[src/rtl/dcif_pkg.sv]
// Shared constants for the dual-core interrupt flag and sleep gate block.
// Assumes one 100 MHz system clock and an APB register bus.
package dcif_pkg;
    // ============================================================
    // Flag register layout
    localparam int unsigned FLAG_W = 16;
    localparam logic [15:0] FLAG_IMPL = 16'h7EFB; // Bits 15, 8, 2 reserved
    localparam logic [15:0] FLAG_RST = 16'h0000;  // Nothing pending
    localparam logic [15:0] MASK_RST = 16'h0000;  // All masked
    localparam int unsigned BIT_EXT_A = 0;
    localparam int unsigned BIT_EXT_B = 1;
    localparam int unsigned BIT_TIMER = 3;
    localparam int unsigned BIT_SP0_RX = 4;
    localparam int unsigned BIT_SP0_TX = 5;
    localparam int unsigned BIT_SP2RX_D0 = 6;
    localparam int unsigned BIT_SP2TX_D1 = 7;
    localparam int unsigned BIT_HOST = 9;
    localparam int unsigned BIT_SP1RX_D2 = 10;
    localparam int unsigned BIT_SP1TX_D3 = 11;
    localparam int unsigned BIT_DMA4 = 12;
    localparam int unsigned BIT_DMA5 = 13;
    localparam int unsigned BIT_PEER = 14;
    // ============================================================
    // APB byte offsets
    localparam logic [7:0] OFS_FLAGS_A = 8'h00;
    localparam logic [7:0] OFS_MASK_A = 8'h04;
    localparam logic [7:0] OFS_FLAGS_B = 8'h08;
    localparam logic [7:0] OFS_MASK_B = 8'h0C;
    localparam logic [7:0] OFS_SRC_SEL = 8'h10;
    localparam logic [7:0] OFS_SLEEP = 8'h14;
    localparam logic [7:0] OFS_EVT_STAT = 8'h18;
    localparam logic [7:0] OFS_EVT_MASK = 8'h1C;
    localparam logic [7:0] SEL_RST = 8'h00;       // Serial events selected
    // ============================================================
    // Block event bits
    localparam int unsigned EVT_W = 2;
    localparam int unsigned EVT_SLEEP_IN = 0;
    localparam int unsigned EVT_SLEEP_OUT = 1;
    localparam logic [1:0] EVT_RST = 2'h0;
    // Deep-sleep gate states
    typedef enum logic [2:0] {
        ST_RUN = 3'b001,
        ST_ONE = 3'b010,
        ST_SLEEP = 3'b100
    } dcif_sleep_t;
endpackage

[src/rtl/dcif_top.sv]
// Dual-core interrupt flags, masks and shared deep-sleep clock gate.
// Assumes an APB master on clk_sys_i and source levels synchronous to it.
//
// Behaviour
// - Flag 1 pending, mask 1 enables
// - Bit 14 latches peer core request
// - Bit 13 is DMA channel 5
// - Bit 12 is DMA channel 4
// - Bit 11 serial1 transmit or DMA 3
// - Bit 10 serial1 receive or DMA 2
// - Bit 9 is host doorbell
// - Bit 7 serial2 transmit or DMA 1
// - Bit 6 serial2 receive or DMA 0
// - Bits 5, 4 serial0 transmit, receive
// - Bit 3 is timer
// - Bits 1, 0 external pins b, a
// - Sleep only when both cores request
// - Both asleep stops shared clocks
// - Entry order between cores is free
`timescale 1ns/100ps
module dcif_top #(
    parameter int unsigned ADDR_W = 8
) (
    // Clock and reset
    input wire logic clk_sys_i,
    input wire logic rst_i,
    // APB slave
    input wire logic psel_i,
    input wire logic penable_i,
    input wire logic pwrite_i,
    input wire logic [ADDR_W-1:0] paddr_i,
    input wire logic [31:0] pwdata_i,
    output logic [31:0] prdata_o,
    output logic pready_o,
    output logic pslverr_o,
    // Subsystem A sources
    input wire logic [5:0] a_dma_done_i,
    input wire logic [2:0] a_serial_tx_event_i,
    input wire logic [2:0] a_serial_rx_event_i,
    input wire logic a_host_doorbell_irq_i,
    input wire logic a_timer_expiry_irq_i,
    input wire logic a_ext_pin_irq_a_i,
    input wire logic a_ext_pin_irq_b_i,
    input wire logic a_peer_request_field_i,
    input wire logic a_deep_sleep_req_i,
    // Subsystem B sources
    input wire logic [5:0] b_dma_done_i,
    input wire logic [2:0] b_serial_tx_event_i,
    input wire logic [2:0] b_serial_rx_event_i,
    input wire logic b_host_doorbell_irq_i,
    input wire logic b_timer_expiry_irq_i,
    input wire logic b_ext_pin_irq_a_i,
    input wire logic b_ext_pin_irq_b_i,
    input wire logic b_peer_request_field_i,
    input wire logic b_deep_sleep_req_i,
    // Core requests
    output logic core_irq_a_o,
    output logic core_irq_b_o,
    // Clock gate
    output logic clk_run_en_o,
    output logic deep_sleep_state_o,
    // Block interrupt
    output logic irq_o
);
    import dcif_pkg::*;

    // ============================================================
    // Elaboration checks
    // Refused at elaboration, the decode needs 5 to 8 address bits
    if (ADDR_W < 5 || ADDR_W > 8) begin : g_bad_addr_w
        $error("ADDR_W must lie between 5 and 8");
    end

    // ============================================================
    // Source composition
    // Builds one subsystem's flag source vector.
    // Select bit 1 routes the DMA channel, 0 the serial event.
    function automatic logic [15:0] compose(
        input logic [5:0] dma,
        input logic [2:0] tx,
        input logic [2:0] rx,
        input logic host,
        input logic timer,
        input logic pin_a,
        input logic pin_b,
        input logic peer,
        input logic [3:0] sel
    );
        logic [15:0] v;
        v = 16'h0000;
        v[BIT_PEER] = peer;
        v[BIT_DMA5] = dma[5];
        v[BIT_DMA4] = dma[4];
        v[BIT_SP1TX_D3] = sel[3] ? dma[3] : tx[1];
        v[BIT_SP1RX_D2] = sel[2] ? dma[2] : rx[1];
        v[BIT_HOST] = host;
        v[BIT_SP2TX_D1] = sel[1] ? dma[1] : tx[2];
        v[BIT_SP2RX_D0] = sel[0] ? dma[0] : rx[2];
        v[BIT_SP0_TX] = tx[0];
        v[BIT_SP0_RX] = rx[0];
        v[BIT_TIMER] = timer;
        v[BIT_EXT_B] = pin_b;
        v[BIT_EXT_A] = pin_a;
        return v;
    endfunction

    // Maps an address to its register offset, low byte only
    function automatic logic [7:0] ofs(input logic [ADDR_W-1:0] a);
        logic [7:0] o;
        o = 8'h00;
        o[ADDR_W-1:0] = a;
        return o;
    endfunction

    // True for a mapped, aligned offset
    function automatic logic hit(input logic [7:0] o);
        return (o[1:0] == 2'h0) && (o <= OFS_EVT_MASK);
    endfunction

    // ============================================================
    // Register state
    logic [7:0] src_sel;           // Shared-bit routing, A low, B high
    logic [EVT_W-1:0] evt_stat;    // Sticky block events
    logic [EVT_W-1:0] evt_mask;    // Block event enables
    logic [15:0] flags_a, mask_a;  // Subsystem A pair
    logic [15:0] flags_b, mask_b;  // Subsystem B pair
    logic [15:0] src_a, src_b;     // Composed sources
    dcif_sleep_t state, next_state; // Sleep gate state

    // ============================================================
    // APB decode
    logic setup;   // Setup phase seen
    logic wr_go;   // Write takes effect this edge
    logic [7:0] wofs; // Write offset
    logic [31:0] rd_mux;

    assign setup = psel_i & ~penable_i;
    assign wr_go = psel_i & penable_i & pready_o & pwrite_i & ~pslverr_o;
    assign wofs = ofs(paddr_i);

    // Read data selection
    always_comb begin
        rd_mux = 32'h0000_0000;
        case (wofs)
            OFS_FLAGS_A: rd_mux[15:0] = flags_a;
            OFS_MASK_A: rd_mux[15:0] = mask_a;
            OFS_FLAGS_B: rd_mux[15:0] = flags_b;
            OFS_MASK_B: rd_mux[15:0] = mask_b;
            OFS_SRC_SEL: rd_mux[7:0] = src_sel;
            OFS_SLEEP: rd_mux[2:0] = {deep_sleep_state_o,
                                      b_deep_sleep_req_i, a_deep_sleep_req_i};
            OFS_EVT_STAT: rd_mux[EVT_W-1:0] = evt_stat;
            OFS_EVT_MASK: rd_mux[EVT_W-1:0] = evt_mask;
            default: rd_mux = 32'h0000_0000;
        endcase
    end

    // Answer in the first access cycle, error on unmapped
    always_ff @(posedge clk_sys_i or posedge rst_i) begin
        if (rst_i) begin
            pready_o <= 1'b0;
            pslverr_o <= 1'b0;
            prdata_o <= 32'h0000_0000;
        end else begin
            pready_o <= setup;
            pslverr_o <= setup & ~hit(wofs);
            if (setup && !pwrite_i && hit(wofs)) begin
                prdata_o <= rd_mux;
            end else begin
                prdata_o <= 32'h0000_0000;
            end
        end
    end

    // Source routing register
    always_ff @(posedge clk_sys_i or posedge rst_i) begin
        if (rst_i) begin
            src_sel <= SEL_RST;
        end else if (wr_go && wofs == OFS_SRC_SEL) begin
            src_sel <= pwdata_i[7:0];
        end
    end

    // ============================================================
    // Flag banks
    // Each core's peer field raises bit 14 on the other core.
    // A held field gives one event only; it must drop first.
    assign src_a = compose(a_dma_done_i, a_serial_tx_event_i,
        a_serial_rx_event_i, a_host_doorbell_irq_i, a_timer_expiry_irq_i,
        a_ext_pin_irq_a_i, a_ext_pin_irq_b_i, b_peer_request_field_i,
        src_sel[3:0]);
    assign src_b = compose(b_dma_done_i, b_serial_tx_event_i,
        b_serial_rx_event_i, b_host_doorbell_irq_i, b_timer_expiry_irq_i,
        b_ext_pin_irq_a_i, b_ext_pin_irq_b_i, a_peer_request_field_i,
        src_sel[7:4]);

    dcif_flag_bank u_bank_a (
        .clk_sys_i(clk_sys_i),
        .rst_i(rst_i),
        .src_i(src_a),
        .clr_we_i(wr_go && wofs == OFS_FLAGS_A),
        .mask_we_i(wr_go && wofs == OFS_MASK_A),
        .wdata_i(pwdata_i[15:0]),
        .flags_o(flags_a),
        .mask_o(mask_a),
        .irq_o(core_irq_a_o)
    );

    dcif_flag_bank u_bank_b (
        .clk_sys_i(clk_sys_i),
        .rst_i(rst_i),
        .src_i(src_b),
        .clr_we_i(wr_go && wofs == OFS_FLAGS_B),
        .mask_we_i(wr_go && wofs == OFS_MASK_B),
        .wdata_i(pwdata_i[15:0]),
        .flags_o(flags_b),
        .mask_o(mask_b),
        .irq_o(core_irq_b_o)
    );

    // ============================================================
    // Deep-sleep gate
    logic both_req; // Both cores in deep sleep
    logic any_req;  // At least one core asleep

    assign both_req = a_deep_sleep_req_i & b_deep_sleep_req_i;
    assign any_req = a_deep_sleep_req_i | b_deep_sleep_req_i;

    // Next state, either core may arrive first
    always_comb begin
        next_state = state;
        case (state)
            ST_RUN: begin
                if (both_req) begin
                    next_state = ST_SLEEP;
                end else if (any_req) begin
                    next_state = ST_ONE;
                end
            end
            ST_ONE: begin
                if (both_req) begin
                    next_state = ST_SLEEP;
                end else if (!any_req) begin
                    next_state = ST_RUN;
                end
            end
            ST_SLEEP: begin
                if (!both_req) begin
                    next_state = any_req ? ST_ONE : ST_RUN;
                end
            end
            default: next_state = ST_RUN;
        endcase
    end

    // State and clock gate outputs
    always_ff @(posedge clk_sys_i or posedge rst_i) begin
        if (rst_i) begin
            state <= ST_RUN;
            deep_sleep_state_o <= 1'b0;
            clk_run_en_o <= 1'b1;
        end else begin
            state <= next_state;
            deep_sleep_state_o <= (next_state == ST_SLEEP);
            clk_run_en_o <= (next_state != ST_SLEEP);
        end
    end

    // ============================================================
    // Block events
    logic [EVT_W-1:0] evt_set;   // Event pulses
    logic [EVT_W-1:0] evt_clr;   // Write-one-to-clear

    always_comb begin
        evt_set = '0;
        evt_set[EVT_SLEEP_IN] = (next_state == ST_SLEEP) && (state != ST_SLEEP);
        evt_set[EVT_SLEEP_OUT] = (next_state != ST_SLEEP) && (state == ST_SLEEP);
    end

    assign evt_clr = (wr_go && wofs == OFS_EVT_STAT) ?
        pwdata_i[EVT_W-1:0] : EVT_RST;

    // Sticky status, the set wins over the clear
    always_ff @(posedge clk_sys_i or posedge rst_i) begin
        if (rst_i) begin
            evt_stat <= EVT_RST;
        end else begin
            evt_stat <= (evt_stat & ~evt_clr) | evt_set;
        end
    end

    // Event mask
    always_ff @(posedge clk_sys_i or posedge rst_i) begin
        if (rst_i) begin
            evt_mask <= EVT_RST;
        end else if (wr_go && wofs == OFS_EVT_MASK) begin
            evt_mask <= pwdata_i[EVT_W-1:0];
        end
    end

    // Level interrupt output
    always_ff @(posedge clk_sys_i or posedge rst_i) begin
        if (rst_i) begin
            irq_o <= 1'b0;
        end else begin
            irq_o <= |(evt_stat & evt_mask);
        end
    end

    // ============================================================
    // Assertions
    a_sleep_needs_both: assert property (@(posedge clk_sys_i) disable iff (rst_i)
        deep_sleep_state_o |-> $past(both_req))
        else $error("deep sleep without both cores");
    a_clock_stops: assert property (@(posedge clk_sys_i) disable iff (rst_i)
        both_req |=> (!clk_run_en_o && deep_sleep_state_o))
        else $error("clocks not stopped in deep sleep");
    a_order_a_first: assert property (@(posedge clk_sys_i) disable iff (rst_i)
        (a_deep_sleep_req_i && !b_deep_sleep_req_i) ##1 both_req
        |=> deep_sleep_state_o)
        else $error("sleep missed with core A first");
    a_order_b_first: assert property (@(posedge clk_sys_i) disable iff (rst_i)
        (b_deep_sleep_req_i && !a_deep_sleep_req_i) ##1 both_req
        |=> deep_sleep_state_o)
        else $error("sleep missed with core B first");
    a_peer_latch_b: assert property (@(posedge clk_sys_i) disable iff (rst_i)
        $rose(a_peer_request_field_i) |=> flags_b[BIT_PEER] ##1 core_irq_b_o
        || !mask_b[BIT_PEER])
        else $error("peer request not latched on B");
    a_dma3_route: assert property (@(posedge clk_sys_i) disable iff (rst_i)
        ($rose(a_dma_done_i[3]) && src_sel[3] && !$past(a_serial_tx_event_i[1]))
        |=> flags_a[BIT_SP1TX_D3])
        else $error("DMA 3 not routed to bit 11");
    a_host_bit: assert property (@(posedge clk_sys_i) disable iff (rst_i)
        $rose(b_host_doorbell_irq_i) |=> flags_b[BIT_HOST])
        else $error("doorbell not on bit 9");
    a_reserved_zero: assert property (@(posedge clk_sys_i) disable iff (rst_i)
        ((flags_a | mask_a | flags_b | mask_b) & ~FLAG_IMPL) == 16'h0000)
        else $error("reserved bit set");
    a_timer_bit: assert property (@(posedge clk_sys_i) disable iff (rst_i)
        $rose(a_timer_expiry_irq_i) |=> flags_a[BIT_TIMER])
        else $error("timer not on bit 3");
    a_unmapped_err: assert property (@(posedge clk_sys_i) disable iff (rst_i)
        (setup && !hit(wofs)) |=> (pready_o && pslverr_o))
        else $error("unmapped access not refused");

    c_deep_sleep: cover property (@(posedge clk_sys_i) disable iff (rst_i)
        $rose(deep_sleep_state_o));
    c_core_irq_a: cover property (@(posedge clk_sys_i) disable iff (rst_i)
        $rose(core_irq_a_o));
    c_peer_to_b: cover property (@(posedge clk_sys_i) disable iff (rst_i)
        $rose(a_peer_request_field_i) ##1 flags_b[BIT_PEER]);
    c_block_irq: cover property (@(posedge clk_sys_i) disable iff (rst_i)
        $rose(irq_o));
endmodule

[src/rtl/dcif_flag_bank.sv]
// One subsystem's pending-flag and enable-mask pair.
// Assumes source levels synchronous to clk_sys_i; a rising edge is an event.
`timescale 1ns/100ps
module dcif_flag_bank (
    // Clock and reset
    input wire logic clk_sys_i,
    input wire logic rst_i,
    // Source levels
    input wire logic [15:0] src_i,
    // Register writes
    input wire logic clr_we_i,
    input wire logic mask_we_i,
    input wire logic [15:0] wdata_i,
    // State out
    output logic [15:0] flags_o,
    output logic [15:0] mask_o,
    output logic irq_o
);
    import dcif_pkg::*;

    // ============================================================
    // Event detection
    logic [15:0] src_prev; // Last source levels
    logic [15:0] rise;     // New events this cycle
    logic [15:0] next_flags;

    assign rise = src_i & ~src_prev & FLAG_IMPL;

    // Source history
    always_ff @(posedge clk_sys_i or posedge rst_i) begin
        if (rst_i) begin
            src_prev <= 16'h0000;
        end else begin
            src_prev <= src_i;
        end
    end

    // Write-one-to-clear, a new event beats the clear
    always_comb begin
        next_flags = flags_o;
        if (clr_we_i) begin
            next_flags = next_flags & ~wdata_i;
        end
        next_flags = (next_flags | rise) & FLAG_IMPL;
    end

    // Pending flags
    always_ff @(posedge clk_sys_i or posedge rst_i) begin
        if (rst_i) begin
            flags_o <= FLAG_RST;
        end else begin
            flags_o <= next_flags;
        end
    end

    // Enable mask, reserved bits held at zero
    always_ff @(posedge clk_sys_i or posedge rst_i) begin
        if (rst_i) begin
            mask_o <= MASK_RST;
        end else if (mask_we_i) begin
            mask_o <= wdata_i & FLAG_IMPL;
        end
    end

    // Request to the core: pending and enabled
    always_ff @(posedge clk_sys_i or posedge rst_i) begin
        if (rst_i) begin
            irq_o <= 1'b0;
        end else begin
            irq_o <= |(flags_o & mask_o);
        end
    end

    a_event_latch: assert property (@(posedge clk_sys_i) disable iff (rst_i)
        (rise != 16'h0000) |=> ((flags_o & $past(rise)) == $past(rise)))
        else $error("event not latched as pending");
    a_masked_quiet: assert property (@(posedge clk_sys_i) disable iff (rst_i)
        ((flags_o & mask_o) == 16'h0000) |=> !irq_o)
        else $error("core request without enabled pending flag");
endmodule

[config.mk]
export PLATFORM = sky130hd
export DESIGN_NAME = dcif_top
export DESIGN_NICKNAME = d
export VERILOG_FILES = /design/src/rtl/dcif_pkg.sv /design/src/rtl/dcif_top.sv /design/src/rtl/dcif_flag_bank.sv
export SDC_FILE = /design/constraint.sdc
export NUM_CORES = 1
export LEC_CHECK = 0
export BUFFER_PORTS_ARGS = -buffer_cell sky130_fd_sc_hd__buf_2
export CAP_MARGIN = 20
export CORE_MARGIN = 2
export CORE_UTILIZATION = 40
export DETAILED_ROUTE_END_ITERATION = 8
export PLACE_DENSITY = 0.65
export SLEW_MARGIN = 25
export SYNTH_ARGS = -nofsm -noshare
export SYNTH_HDL_FRONTEND = slang
export SYNTH_SLANG_ARGS = --single-unit
[constraint.sdc]
create_clock -name clk_sys_i -period 3.55 [get_ports clk_sys_i]
set_clock_uncertainty 0.2 [all_clocks]
set_input_delay 0.1775 -clock clk_sys_i [delete_from_list [all_inputs] [get_ports clk_sys_i]]
set_output_delay 0.1775 -clock clk_sys_i [all_outputs]
set_load 0.01 [all_outputs]
==> reports/results.tsv, run 1 <==
stage	metric	value	unit
status	status	complete, no violations	
pwr	p_seq_frac	0.406	
synth	synth-async-reset-ratio	1.00	
pwr	clkPwrFrac	0.511	
synth	synth_top_area_share	0.570	
sta	tightest_slew	0.925	ns
finish	syn_to_final_growth	34.4	%
finish	insertedDiodeCount	0	
synth	synth_seq_cells	114	
cts	cts_buffers	17	
synth	yosysUniqueCellTypes	44	
sta	finalMaxSlewViolations	0	
place	dp_hpwl	7.86	mm
sta	timing.final.ws_setup	1.22	ns
worst_setup_path	end_kind	flip-flop	
routing	via_count	3615	
floorplanning	start_util	0.409	
floorplanning	coreArea	0.0120	mm^2
routing	wire_per_inst	17.5	um
synth	synth_top_cell_by_area	dfrtp_1	
worst_setup_path	arrival	2.41	ns
floorplanning	die-area	0.0132	mm^2
global_route	grt.overflow.total	0	
floorplanning	ios	120	
worst_setup_path	required	3.63	ns
synth	seq_area_frac_synth	0.581	
pwr	p_switching	736	uW
cts	clk_path_buf_depth	2	
cts	clock_latency	0.40	ns
floorplanning	rows	40	
pwr	leakage	0.00324	uW
global_route	antenna_found_initial	0	
finish	layout_common_cells	dfrtp_1 (112), buf_2 (83), dlygate4sd3_1 (58)	
synth	synth_edf_count	0	
finish	nNetsFinal	614	
sta	min_period	2.33	ns
worst_setup_path	path_class	reg -> reg	
cts	clock-sinks	114	
routing	drt_first_pass_iters	4	
worst_setup_path	cp_max_fo	8	
flow_run	cap_violations	0	
cts	cts_tree	yes	
global_route	grtUsageTotal	0.192	
synth	netlist_area	0.00492	mm^2
pwr	sw_frac_of_total	0.217	
routing	postRouteAntennaNets	0	
routing	first_iter_violations	141	
pwr	p_int	2650	uW
cts	cts_resized	0	
cts	ctsRootBufferMaster	clkbuf_16	
global_route	grt_first_pass_wirelength	19.3	mm
synth	synthFlopType	dfrtp_1	
worst_hold_path	hold_path.class	in -> reg	
floorplanning	fp.dieH	115	um
routing	avgViaCountPerCell	5.22	
finish	fill_cells	1003	
routing	drc_errors	0	
synth	synthCells	382	
worst_setup_path	crit_path_start_kind	flip-flop	
pwr	ir_worst_vdd	0.270	mV
sta	finalCritPeriodShare	0.657	
cts	htree_levels	4	
routing	wl	12.1	mm
sta	fmax	429	MHz
global_route	grt_max_degree	69	
sta	setup_tns	0	ns
worst_setup_path	cp_slowest_cell	or4_1	
place	place.port_buffers	83	
synth	ys_top_cells_by_area	dfrtp_1 (57%), mux2_2 (9.6%), a22o_1 (6.2%)	
global_route	grt_pass1_vias	3803	
place	place.gp.congestion	0.758	
finish	drive_gt1_frac	0.319	
finish	final_common_cell	dfrtp_1	
pwr	cellPowerDensity	513	mW/mm^2
worst_setup_path	cpPeakStageDelay	0.79	ns
sta	rsz0062_at_grt	no	
pwr	power_frac_comb	0.084	
worst_setup_path	path_cells	and4b_1, nand2_1, or4_1, mux2_1	
sta	slew-limit-headroom	0.375	
synth	yosysWarnings	0	
cts	path_clk_slew	0.05	ns
place	dp_slack	0.990	ns
sta	hold_viol_final	0	
synth	synth_area_per_cell	12.9	um^2
sta	setup_viol	0	
floorplanning	die_w	115	um
cells in the mapped netlist (5+ instances only):
| library cell | count |
|---|---|
| mux4_2 | 7 |
| dfrtp_1 | 112 |
| mux2_2 | 42 |
| nor2_1 | 6 |
| mux2i_1 | 15 |
| a22oi_1 | 5 |
| and2_1 | 6 |
| a22o_1 | 35 |
| inv_1 | 27 |
| o22ai_1 | 6 |
| buf_4 | 19 |
| nand2_1 | 35 |
| buf_2 | 9 |
area by class of cell:
class | instances | area (um^2) | area share
clock inverter | 11 | 161 | 0.0244
sequential | 114 | 2860 | 0.432
multi-input combinational | 226 | 1820 | 0.276
clock buffer | 21 | 440 | 0.0666
timing repair buffer | 147 | 1040 | 0.158
inverter | 27 | 104 | 0.0157
tap | 147 | 184 | 0.0278
what timing repair did:
item                      4_1_cts  5_1_grt
hold buffers                   58        0
hold endpoints to repair      166        0
buffers inserted                0        0
critical path: cells and delay by family, from the launching register on:
kind	cells	cell delay [ns]
muxes	1	0.41
and+or+nand+nor	3	1.20
DFF	1	0.39
path summary, 6_finish.rpt:
check,to,start,slack [ns],cells after the start
min in group asynchronous,u_bank_b.src_prev[14]$_DFF_PP0_,rst_i,0.29,3
setup / recovery,src_sel[2]$_DFFE_PP0P_,pslverr_o$_DFF_PP0_,1.22,4
setup reg to reg,src_sel[2]$_DFFE_PP0P_,pslverr_o$_DFF_PP0_,1.22,4
hold reg to reg,evt_stat[0]$_DFF_PP0_,evt_stat[0]$_DFF_PP0_,0.33,1
hold / removal,prdata_o[1]$_DFF_PP0_,paddr_i[6],0.0003,4
max in group asynchronous,u_bank_b.src_prev[4]$_DFF_PP0_,rst_i,2.00,4
state kept, by name, indices dropped and copies added (netlist names), 3 cells and up:
name and flops:
src_sel 8, u_bank_a.flags_o 13, u_bank_a.mask_o 13, state 3, u_bank_b.mask_o 13, prdata_o 14, u_bank_b.src_prev 13, u_bank_b.flags_o 13
u_bank_a.src_prev 13
logic make-up (layout without fill, tap and decap cells):
kind of cell              after synthesis  in the layout  synth area share
and+or+nand+nor                        81             81            0.0908
muxes                                  66             66             0.163
other                                   1             18          0.000762
xor gates and xnor gates                2              2           0.00356
AOI/OAI and AO/OA                      59             59            0.0992
DFF                                   114            114             0.581
buffers and inverters                  59            206            0.0618
routing by layer:
metal  part of all wire  GRT usage  up-vias
li1                   -          -     1659
met1               0.42      0.233     1847
met2               0.51      0.333       94
met3              0.051     0.0485       15
met4              0.016     0.0699        0
met5                  0          0        -
power groups by stage:
stage	clock network, uW	logic, uW	registers, uW
final	1730	283	1380
after global placement	0	225	1390
after global routing	1820	315	1380
after CTS	1750	284	1370
after detailed placement	0	231	1400
after floorplan	0	150	1390
per-stage QoR:
| step | util | std cells | power, uW | hold slack, ns | instance area [um^2] |
|---|---|---|---|---|---|
| CTS | 0.550 | 693 | 3410 | 0.00345 | 6610 |
| floorplan | - | 399 | 1540 | 0.00893 | 4980 |
| detailed placement | 0.452 | 603 | 1630 | 0.104 | 5430 |
| finish | 0.550 | 693 | 3390 | 0.000283 | 6610 |
| global placement | 0.452 | 603 | 1620 | 0.101 | 5430 |
| global route | 0.550 | 693 | 3520 | 0.0311 | 6610 |
Power figures use the tool's default switching activity.
==> run 2: changes to the inputs <==
ABC_AREA = 1   (was default)
PLACE_DENSITY = default   (was 0.65)
clock period = 2.1 ns   (was 3.55 ns; I/O delays follow)
==> run 2 against run 1 <==
Global-route usage is 1.1 points higher. Register-to-register slack worse by 0.91 ns. Count of clock-buffer cells in the layout is 1 lower. Wire length is 3.4% higher. Clock power is 65% higher. Synthesized cell count is 52% higher. Flip-flop and latch count stayed put. Largest cell class unchanged.
==> reports/results.tsv, run 2 <==
stage	metric	value	unit
sta	min_period	1.85	ns
finish	layout_common_cells	nand2_1 (160), dfrtp_1 (112), o21ai_0 (96)	
floorplanning	coreArea	0.0121	mm^2
synth	synth-compound-area-share	0.115	
pwr	ir_worst_vdd	0.438	mV
place	dp_hpwl	8.38	mm
worst_hold_path	hold_path.class	in -> reg	
cts	ctsRootBufferMaster	clkbuf_16	
worst_setup_path	crit_path_start	paddr_i[5]	
cts	path_clk_slew	0.05	ns
synth	synth_common_cells	nand2_1 (160), dfrtp_1 (112), o21ai_0 (96), inv_1 (72), nor2_1 (37)	
synth	synth_top_family_by_area	simple AND/OR/NAND/NOR gates	
synth	synthFlopType	dfrtp_1	
synth	synth_edf_count	0	
floorplanning	fp.dieH	116	um
worst_setup_path	rrSetupSlack	0.31	ns
finish	insertedDiodeCount	0	
synth	yosysMostFrequentCell	nand2_1	
worst_setup_path	required	2.26	ns
floorplanning	die_w	116	um
worst_setup_path	crit_path_start_kind	primary input	
worst_setup_path	r2r_end	u_bank_a.flags_o[11]$_DFF_PP0_	
cts	cts_resized	0	
routing	drc_errors	0	
global_route	grtUsageTotal	0.204	
synth	synthSimpleGateAreaFrac	0.217	
routing	wl	12.5	mm
floorplanning	die-area	0.0135	mm^2
worst_setup_path	end_kind	flip-flop	
synth	synth-xor-area-share	0	
synth	synth_top_area_share	0.559	
finish	drive_gt1_frac	0.190	
routing	avgViaCountPerCell	4.68	
place	place.port_buffers	83	
worst_setup_path	crit_end	prdata_o[5]$_DFF_PP0_	
global_route	grt.overflow.total	0	
worst_setup_path	rr_worst_depth	5	
routing	wire_per_inst	13.5	um
finish	multiInputGateArea	0.00173	mm^2
cts	clock_latency	0.41	ns
sta	setup_tns	0	ns
cts	cts_buffers	17	
global_route	grt_pass1_vias	4262	
pwr	leakage	0.00339	uW
floorplanning	ios	120	
sta	fmax	541	MHz
synth	seq_area_frac_synth	0.569	
synth	yosysWarnings	0	
worst_setup_path	arrival	2.00	ns
sta	finalCritPeriodShare	0.880	
worst_setup_path	rr_startpoint	src_sel[3]$_DFFE_PP0P_	
pwr	cellPowerDensity	821	mW/mm^2
flow_run	cap_violations	0	
global_route	grt_first_pass_wirelength	20.7	mm
global_route	antenna_found_initial	0	
synth	yosysUniqueCellTypes	28	
finish	largest_reg_flops	14	
cts	clock-sinks	114	
synth	synthCells	581	
sta	rsz0062_at_grt	no	
sta	slew-limit-headroom	0.602	
synth	muxShareOfSynthArea	0	
finish	final_common_cell	nand2_1	
sta	tightest_slew	0.597	ns
routing	via_count	4327	
sta	hold_viol_final	0	
status	status	complete, no violations	
routing	postRouteAntennaNets	0	
routing	first_iter_violations	288	
routing	drt_first_pass_iters	5	
cts	clk_path_buf_depth	2	
worst_setup_path	cp_max_fo	13	
finish	largest_register	prdata_o	
sta	finalMaxSlewViolations	0	
finish	fill_cells	1099	
finish	nNetsFinal	826	
cts	htree_levels	4	
worst_setup_path	path_class	in -> reg	
finish	syn_to_final_growth	35.7	%
synth	synth_top_cell_by_area	dfrtp_1	
cts	cts_tree	yes	
synth	netlist_area	0.00502	mm^2
synth	synth-async-reset-ratio	1.00	
synth	synth_seq_cells	114	
global_route	grt_max_degree	115	
synth	synth_area_per_cell	8.63	um^2
sta	setup_viol	0	
synth	ys_top_cells_by_area	dfrtp_1 (56%), nand2_1 (12%), o21ai_0 (9.6%)	
synth	synthAdderAreaFrac	0	
floorplanning	start_util	0.414	
place	place.gp.congestion	0.841	
floorplanning	rows	40	
sta	fin_hold_ws	0.0189	ns
finish	ff_latch_area	0.00286	mm^2
## run 2: cell count changes after synthesis, moves of 6 or more
cell,change
nand2_1,+125
o21ai_0,+94
inv_1,+45
mux2_2,-42
a22o_1,-34
nor2_1,+31
nand3_1,+24
mux2i_1,-15
mux4_2,-7
o22ai_1,-6
## run 2: stage by stage
| step | instance area, um^2 | total power, uW | setup slack (ns) | util | std cells |
|---|---|---|---|---|---|
| floorplan | 5080 | 2560 | 0.411 | - | 598 |
| global placement | 5590 | 2660 | 0.442 | 0.462 | 831 |
| detailed placement | 5590 | 2680 | 0.404 | 0.462 | 831 |
| CTS | 6810 | 5620 | 0.271 | 0.562 | 925 |
| global route | 6810 | 5790 | 0.122 | 0.562 | 925 |
| finish | 6810 | 5590 | 0.253 | 0.562 | 925 |
## run 2: layout make-up
type | instances | share of cell area
sequential | 114 | 0.419
multi-input combinational | 381 | 0.255
timing repair buffer | 158 | 0.169
clock buffer | 20 | 0.0656
inverter | 73 | 0.0408
tap | 168 | 0.0309
clock inverter | 11 | 0.0202
## run 2: what timing repair did
action,in CTS,in global routing
hold buffers,63,0
hold endpoints to repair,222,0
endpoints found under the setup margin,0,0
setup buffers,0,0
## run 2: how the worst min path moves through the flow
stage	to	from	cells past startpoint	slack [ns]
final	prdata_o[2]$_DFF_PP0_	paddr_i[6]	6	0.02
after global placement	u_bank_b.src_prev[9]$_DFF_PP0_	b_host_doorbell_irq_i	1	0.03
after global routing	prdata_o[2]$_DFF_PP0_	paddr_i[7]	6	0.04
after floorplan	u_bank_a.src_prev[0]$_DFF_PP0_	a_ext_pin_irq_a_i	0	-0.06
after detailed placement	u_bank_b.src_prev[3]$_DFF_PP0_	b_timer_expiry_irq_i	1	0.03
after CTS	prdata_o[2]$_DFF_PP0_	paddr_i[6]	6	0.01
## run 2: layer usage
metal	up-vias	global-route usage	routed length, um
met3	15	0.0518	734
met2	149	0.322	5680
li1	2150	-	-
met1	2013	0.281	5950
met4	0	0.0556	149
met5	-	0	0
## run 2: kinds of logic after synthesis
family | count (synthesis)
and+or+nand+nor | 252
DFF | 114
other | 1
buffers and inverters | 103
AOI/OAI and AO/OA | 111
## run 2: worst max-delay path, cell delays in order
cell           delay [ns]
dlygate4sd3_1        0.53
buf_2                0.14
nor2_1               0.12
nand2_2              0.19
nor2_4               0.15
buf_4                0.23
nor2_1               0.06
nand2_1              0.07
nand2_1              0.12
nand2_1              0.16
nand2_1              0.06
inv_1                0.05
## run 2: power breakdown
part / switching (uW) / internal (uW)
clock: 986 / 1870
combinational: 225 / 185
sequential: 38.8 / 2280
total: 1250 / 4340
